===== src/include/uptc_pkg.sv =====
// package for the usb phy tuning and express capability register bank
package uptc_pkg;

   // ------------------------------------------------------------------
   // register offsets (configuration space byte addresses)
   // ------------------------------------------------------------------
   localparam logic [7:0] UPTC_OFS_PHY_TUNE = 8'hAC;
   localparam logic [7:0] UPTC_OFS_CAP_HDR = 8'hE0;

   // ------------------------------------------------------------------
   // usb port phy tuning word
   // ------------------------------------------------------------------
   typedef struct packed {
      logic [7:0] rsvd;        // 31:24
      logic [1:0] pre_emph;    // 23:22
      logic [1:0] ls_rise_fall; // 21:20
      logic [1:0] fs_rise_fall; // 19:18
      logic [1:0] pll_cp_cur;  // 17:16
      logic [2:0] cal_ref;     // 15:13
      logic [1:0] squelch_ref; // 12:11
      logic [1:0] disc_ref;    // 10:9
      logic [3:0] hs_slope;    // 8:5
      logic [1:0] hs_amp;      // 4:3
      logic [1:0] nmos_str;    // 2:1
      logic pmos_str;          // 0
   } uptc_phy_tune_s;

   localparam logic PHY_PMOS_RST = 1'h0;
   localparam logic [1:0] PHY_NMOS_RST = 2'h0;
   localparam logic [1:0] PHY_AMP_RST = 2'h0;
   localparam logic [3:0] PHY_SLOPE_RST = 4'h0;
   localparam logic [1:0] PHY_DISC_RST = 2'h2;
   localparam logic [1:0] PHY_SQ_RST = 2'h2;
   localparam logic [2:0] PHY_CAL_RST = 3'h4;
   localparam logic [1:0] PHY_CP_RST = 2'h0;
   localparam logic [1:0] PHY_FS_RST = 2'h1;
   localparam logic [1:0] PHY_LS_RST = 2'h1;
   localparam logic [1:0] PHY_PRE_RST = 2'h0;
   localparam logic [7:0] PHY_RSVD_VAL = 8'h00;
   localparam logic [31:0] PHY_LOAD_MASK = 32'h00FF_FFFF;

   // ------------------------------------------------------------------
   // express capability header word
   // ------------------------------------------------------------------
   typedef struct packed {
      logic [1:0] rsvd;        // 31:30
      logic [4:0] int_msg_num; // 29:25
      logic slot_impl;         // 24
      logic [3:0] port_type;   // 23:20
      logic [3:0] cap_version; // 19:16
      logic [7:0] next_ptr;    // 15:8
      logic [7:0] cap_id;      // 7:0
   } uptc_cap_hdr_s;

   localparam logic [7:0] CAP_ID_RST = 8'h10;
   localparam logic [7:0] CAP_NEXT_RST = 8'h00;
   localparam logic [3:0] CAP_VER_RST = 4'h1;
   localparam logic [3:0] CAP_TYPE_RST = 4'h1;
   localparam logic CAP_SLOT_VAL = 1'h0;
   localparam logic [4:0] CAP_INTMSG_VAL = 5'h00;
   localparam logic [1:0] CAP_RSVD_VAL = 2'h0;
   localparam logic [31:0] CAP_LOAD_MASK = 32'h00FF_FFFF;

   // ------------------------------------------------------------------
   // access request carriers
   // ------------------------------------------------------------------
   typedef struct packed {
      logic rd;
      logic wr;
      logic [7:0] addr;
      logic [31:0] wdata;
   } uptc_cfg_req_s;

   typedef struct packed {
      logic wr;
      logic [7:0] addr;
      logic [31:0] data;
   } uptc_load_req_s;

endpackage


===== src/hdl/uptc_regs.sv =====
// usb port phy tuning and express capability header register bank
//
// Operation
// - tuning and header fields read-only to host; loader may replace defaults
// - pmos strength resets to 0, nmos strength bits 2:1 reset to 00
// - amplitude bits 4:3 reset to zero, slope bits 8:5 reset to 0000
// - disconnect and squelch reference fields each reset to binary 10
// - calibration reference bits 15:13 reset to binary 100
// - pll charge pump and pre-emphasis fields each reset to 00
// - full-speed and low-speed rise/fall fields each reset to 01
// - capability identifier byte reads 10h unless loader replaced it
// - next capability pointer resets and reads as 00h unless loader replaced it
// - capability version reads as 0001b unless loader replaced it
// - device/port type resets to 1h, legacy endpoint
// - slot-implemented bit and interrupt message number hardwired to zero
`timescale 1ns/1ps
module uptc_regs (
   // clock and reset
   input wire logic core_clk_in,
   input wire logic rst_n_in,
   // host configuration access
   input uptc_pkg::uptc_cfg_req_s cfg_req_in,
   output logic [31:0] cfg_rdata_out,
   output logic cfg_rvalid_out,
   // smbus / eeprom loader writes
   input uptc_pkg::uptc_load_req_s load_req_in,
   // analog phy tuning
   output uptc_pkg::uptc_phy_tune_s phy_tune_out
);
   import uptc_pkg::*;

   // ------------------------------------------------------------------
   // storage
   // ------------------------------------------------------------------
   uptc_phy_tune_s phy_q, phy_d;
   uptc_cap_hdr_s cap_q, cap_d;
   logic [31:0] rdata_q;
   logic rvalid_q;

   localparam uptc_phy_tune_s PHY_RST = '{
      rsvd: PHY_RSVD_VAL, pre_emph: PHY_PRE_RST, ls_rise_fall: PHY_LS_RST,
      fs_rise_fall: PHY_FS_RST, pll_cp_cur: PHY_CP_RST, cal_ref: PHY_CAL_RST,
      squelch_ref: PHY_SQ_RST, disc_ref: PHY_DISC_RST, hs_slope: PHY_SLOPE_RST,
      hs_amp: PHY_AMP_RST, nmos_str: PHY_NMOS_RST, pmos_str: PHY_PMOS_RST};

   localparam uptc_cap_hdr_s CAP_RST = '{
      rsvd: CAP_RSVD_VAL, int_msg_num: CAP_INTMSG_VAL, slot_impl: CAP_SLOT_VAL,
      port_type: CAP_TYPE_RST, cap_version: CAP_VER_RST, next_ptr: CAP_NEXT_RST,
      cap_id: CAP_ID_RST};

   // ------------------------------------------------------------------
   // decode
   // ------------------------------------------------------------------
   wire logic load_phy = load_req_in.wr && (load_req_in.addr == UPTC_OFS_PHY_TUNE);
   wire logic load_cap = load_req_in.wr && (load_req_in.addr == UPTC_OFS_CAP_HDR);
   wire logic hit_phy = cfg_req_in.addr == UPTC_OFS_PHY_TUNE;
   wire logic hit_cap = cfg_req_in.addr == UPTC_OFS_CAP_HDR;

   // loader replaces defaults
   // hardwired bits above the mask never take loader data
   assign phy_d = load_phy ?
      uptc_phy_tune_s'((load_req_in.data & PHY_LOAD_MASK) | (PHY_RST & ~PHY_LOAD_MASK))
      : phy_q;
   assign cap_d = load_cap ?
      uptc_cap_hdr_s'((load_req_in.data & CAP_LOAD_MASK) | (CAP_RST & ~CAP_LOAD_MASK))
      : cap_q;

   // host writes ignored
   // cfg_req_in.wr and wdata are deliberately not decoded into storage
   wire logic [31:0] rd_mux = hit_phy ? 32'(phy_q) : (hit_cap ? 32'(cap_q) : 32'h0000_0000);

   // ------------------------------------------------------------------
   // registers
   // ------------------------------------------------------------------
   // tuning defaults at reset
   always_ff @(posedge core_clk_in) begin
      if (!rst_n_in) begin
         phy_q <= PHY_RST;
         cap_q <= CAP_RST;
      end else begin
         phy_q <= phy_d;
         cap_q <= cap_d;
      end
   end

   // read answer one cycle after the request; unmapped offsets read zero
   always_ff @(posedge core_clk_in) begin
      if (!rst_n_in) begin
         rdata_q <= 32'h0000_0000;
         rvalid_q <= 1'b0;
      end else begin
         rvalid_q <= cfg_req_in.rd;
         rdata_q <= cfg_req_in.rd ? rd_mux : rdata_q;
      end
   end

   assign cfg_rdata_out = rdata_q;
   assign cfg_rvalid_out = rvalid_q;
   assign phy_tune_out = phy_q;
endmodule // uptc_regs


===== config.mk =====
export PLATFORM = sky130hd
export DESIGN_NAME = uptc_regs
export DESIGN_NICKNAME = d
export VERILOG_FILES = /design/src/include/uptc_pkg.sv /design/src/hdl/uptc_regs.sv
export SDC_FILE = /design/constraint.sdc
export NUM_CORES = 1
export LEC_CHECK = 0
export ABC_CLOCK_PERIOD_IN_PS = 2600
export BUFFER_PORTS_ARGS = -buffer_cell sky130_fd_sc_hd__buf_2
export CAP_MARGIN = 20
export CELL_PAD_IN_SITES_DETAIL_PLACEMENT = 1
export CELL_PAD_IN_SITES_GLOBAL_PLACEMENT = 1
export CORE_MARGIN = 4
export CORE_UTILIZATION = 32
export CTS_CLUSTER_DIAMETER = 200
export DETAILED_ROUTE_END_ITERATION = 7
export PLACE_DENSITY = 0.79
export SETUP_SLACK_MARGIN = 0.1
export SLEW_MARGIN = 20
export SYNTH_ARGS = -nofsm -noshare
export SYNTH_HDL_FRONTEND = slang
export SYNTH_SLANG_ARGS = --single-unit
export TNS_END_PERCENT = 1

===== constraint.sdc =====
create_clock -name core_clk_in -period 2.6 [get_ports core_clk_in]
set_clock_uncertainty 0.2 [all_clocks]
set_input_delay 0.39 -clock core_clk_in [delete_from_list [all_inputs] [get_ports core_clk_in]]
set_output_delay 0.39 -clock core_clk_in [all_outputs]
set_load 0.01 [all_outputs]

==> reports/metrics.yaml <==
outcome:
  status: "finished, final reports clean"
worst_hold_path:
  min-delay-start: "cfg_req_in[41]"
  hold_path_end: "cfg_rvalid_out"
  timing.hold.worst_path_depth: 2
  hold_path_class: "input pin to register"
worst_setup_path:
  worstPathRequired_ns: 2.61
  criticalPathCategory: "input pin to register"
  worst_flop_to_flop_path_startpoint: "phy_tune_out[10]"
  critical_path.reg2reg.endpoint: "cfg_rdata_out[10]"
  crit_path_start_kind: "input pin"
  register_to_register_path_depth: 2
  worst_setup_path_end_kind: "register"
  arrival_ns: 2.07
  setup.reg_to_reg.worst_slack_ns: 1.65
  critical_path.max_fanout: 15
drt:
  detailroute.wirelength.met3_um: 433
  dr_total_vias: 2581
  first_iter_violations: 77
  post_drt_via_cell_ratio: 4.89
  drt-total-wl_um: 8040
  met1_length_um: 3560
  detailroute.wirelength.met2_um: 3960
  top_signal_layer_used: "met4"
  detail_route.first_pass.iterations: 4
  drt-wirelength-per-cell_um: 15.2
  count_of_unresolved_drc_violations_after_routing: 0
  ant_nets: 0
timing:
  worst_slew_pin_slew_ns: 0.711
  rsz0062_at_grt: "no"
  final.setup.tns_ns: 0
  setup-violations-final: 0
  timing.final.hold_violations: 0
  post_route_fraction_of_the_period_consumed_by_the_critical_path_pct: 79.1
  slew_headroom_pct: 52.6
  timing.final.max_slew_violations: 0
  timing.fmax_mhz: 486
  final.min_clock_period_ns: 2.06
clock_tree:
  clock_latency_on_the_worst_skew_pair_ns: 0.33
  clock_slew_at_the_register_clock_pins_of_the_worst_setup_and_hold_paths_ns: 0.08
  cts_made_buffers: 9
  cts.repair_timing.setup_buffer_count: 0
  postCtsResizedCells: 0
  cts_hold_buf: 0
  clk_root_buffer_cell: "sky130_fd_sc_hd__clkbuf_8"
  clock_sinks: 73
  clock_tree_from_tritoncts: "done"
  cts_max_path_buffers: 2
  clock_tree.htree_level_count: 3
logic_synthesis:
  synth_top_cells_by_area: "sky130_fd_sc_hd__dfxtp_1 (49%), sky130_fd_sc_hd__mux2i_1 (15%), sky130_fd_sc_hd__nand2_1 (11%)"
  post_synth.cell_area_avg_um2: 9.14
  yosys_warnings: 0
  synth_seq_area_share_pct: 48.9
  synthCells: 327
  post-synth-top-area-cell: "sky130_fd_sc_hd__dfxtp_1"
  synth_top_cell_area_share_pct: 48.9
  ys_ff_latch: 73
  summed_instance_area_of_the_synthesized_netlist_um2: 2990
  yosys.cell_types.count: 24
final_layout:
  drive_gt1_share_pct: 28.3
  area_growth_pct: 22.1
  antenna-diode-count: 0
  num-nets-final: 497
  post_route_design_area_um2: 3650
  finish.utilization_pct: 39.9
global_routing:
  grt_pass1_wl_um: 13500
  vias_in_the_first_global_route: 2762
  grt.total_usage_pct: 15.2
  largest_net_degree_at_the_start_of_global_routing: 75
  antenna_found_initial: 0
  global_route.overflow_total: 0
place:
  gp_congestion: 0.753
  port-buffer-count: 92
  detailedPlacementHpwl_um: 5540
  dpl-instance-area_um2: 3490
die:
  die_x_um: 105
  die_area_um2: 11000
  placement_rows: 35
  floorplan.initialDensity_pct: 32.7
  core_um2: 9150
  die_height_um: 105
  num_io_pins: 150
power_and_ir_drop:
  power-per-cell-area_nw_per_um2: 544
  worst_ir_drop_vdd_mv: 0.255
  p_leak_nw: 1.62
  report.power.total_mw: 1.99
flow_run:
  max_cap_violations: 0
-- flip-flops by register name, summed over array words and instances (netlist names) --
name            cells
cfg_rvalid_out      1
cap_q              24
cfg_rdata_out      24
phy_tune_out       24
-- logic make-up (layout without fill, tap and decap cells) --
logic type,Yosys count,count (layout),synth area share (%)
compound gates,56,56,12.2
buf+inv,45,120,8.46
flops,73,73,48.9
mux,44,44,14.7
other cells,1,16,0.125
simple gates,108,108,15.6
-- where the power goes --
part / switching [mW] / internal [mW] / total [mW]
clock network: 0.403 / 0.342 / 0.745
registers: 0.000884 / 1.12 / 1.12
logic: 0.0790 / 0.0433 / 0.122
-- stage by stage --
stage | setup slack [ns] | std cells | hold WS [ns]
after floorplan | 0.372 | 342 | 0.234
after global placement | 0.231 | 511 | 0.229
after detailed placement | 0.194 | 512 | 0.239
after CTS | 0.564 | 528 | 0.0909
after global routing | 0.458 | 528 | 0.0912
final | 0.543 | 528 | 0.110
-- worst max path at each step --
| stage | slack (ns) | startpoint | to |
|---|---|---|---|
| 6_report | 0.54 | load_req_in[33] | phy_tune_out[20] |
| 5_1_grt | 0.46 | load_req_in[33] | phy_tune_out[10] |
| 4_1_cts | 0.56 | load_req_in[33] | phy_tune_out[20] |
| 3_5_place_dp | 0.19 | load_req_in[33] | phy_tune_out[20] |
| 3_3_place_gp | 0.23 | load_req_in[33] | cap_q[19] |
| 2_1_floorplan | 0.37 | load_req_in[33] | phy_tune_out[20] |
-- metal layers --
layer	vias up	global-route usage [%]
li1	1249	-
met1	1243	18.2
met2	80	26.7
met3	9	3.77
met4	0	5.06
met5	-	0
-- cell type report --
class | instances | area (µm²)
Sequential cell | 73 | 1460
Inverter | 4 | 15.0
Clock buffer | 12 | 135
Clock inverter | 4 | 20.0
Tap cell | 111 | 139
Timing Repair Buffer | 100 | 528
Multi-Input combinational cell | 224 | 1350
Fill cell | 1093 | 5500
-- critical path, cell delays in order --
cell and delay, ns:
sky130_fd_sc_hd__buf_2 0.09, sky130_fd_sc_hd__or4b_1 0.68, sky130_fd_sc_hd__or4_4 0.72, sky130_fd_sc_hd__mux2i_1 0.18
-- cell usage in the layout, fill, tap and decap left out, drive strengths merged --
cell	n
a22oi	24
and2	1
and3b	1
buf	100
clkbuf	12
clkinv	4
conb	16
dfxtp	73
inv	4
mux2i	44
nand2	89
nand2b	1
nand4	1
nor2b	8
nor3	1
nor3b	1
nor4	2
o211ai	4
o21ai	24
o41ai	4
or4	2
or4b	1
-- cells in the mapped netlist --
cell	number
sky130_fd_sc_hd__mux2i_1	44
sky130_fd_sc_hd__nor3_1	1
sky130_fd_sc_hd__clkbuf_1	18
sky130_fd_sc_hd__o41ai_1	4
sky130_fd_sc_hd__and3b_1	1
sky130_fd_sc_hd__or4_4	1
sky130_fd_sc_hd__o21ai_0	24
sky130_fd_sc_hd__buf_6	2
sky130_fd_sc_hd__nand2b_1	1
sky130_fd_sc_hd__nor3b_1	1
sky130_fd_sc_hd__buf_4	17
sky130_fd_sc_hd__buf_2	4
sky130_fd_sc_hd__nand2_1	89
sky130_fd_sc_hd__and2_1	1
sky130_fd_sc_hd__nor4_1	2
sky130_fd_sc_hd__conb_1	1
sky130_fd_sc_hd__a22oi_1	24
sky130_fd_sc_hd__or4b_1	1
sky130_fd_sc_hd__nor2b_1	8
sky130_fd_sc_hd__nand4_1	1
sky130_fd_sc_hd__dfxtp_1	73
sky130_fd_sc_hd__or4_1	1
sky130_fd_sc_hd__inv_1	4
sky130_fd_sc_hd__o211ai_1	4
(Power assumes the default switching activity.)
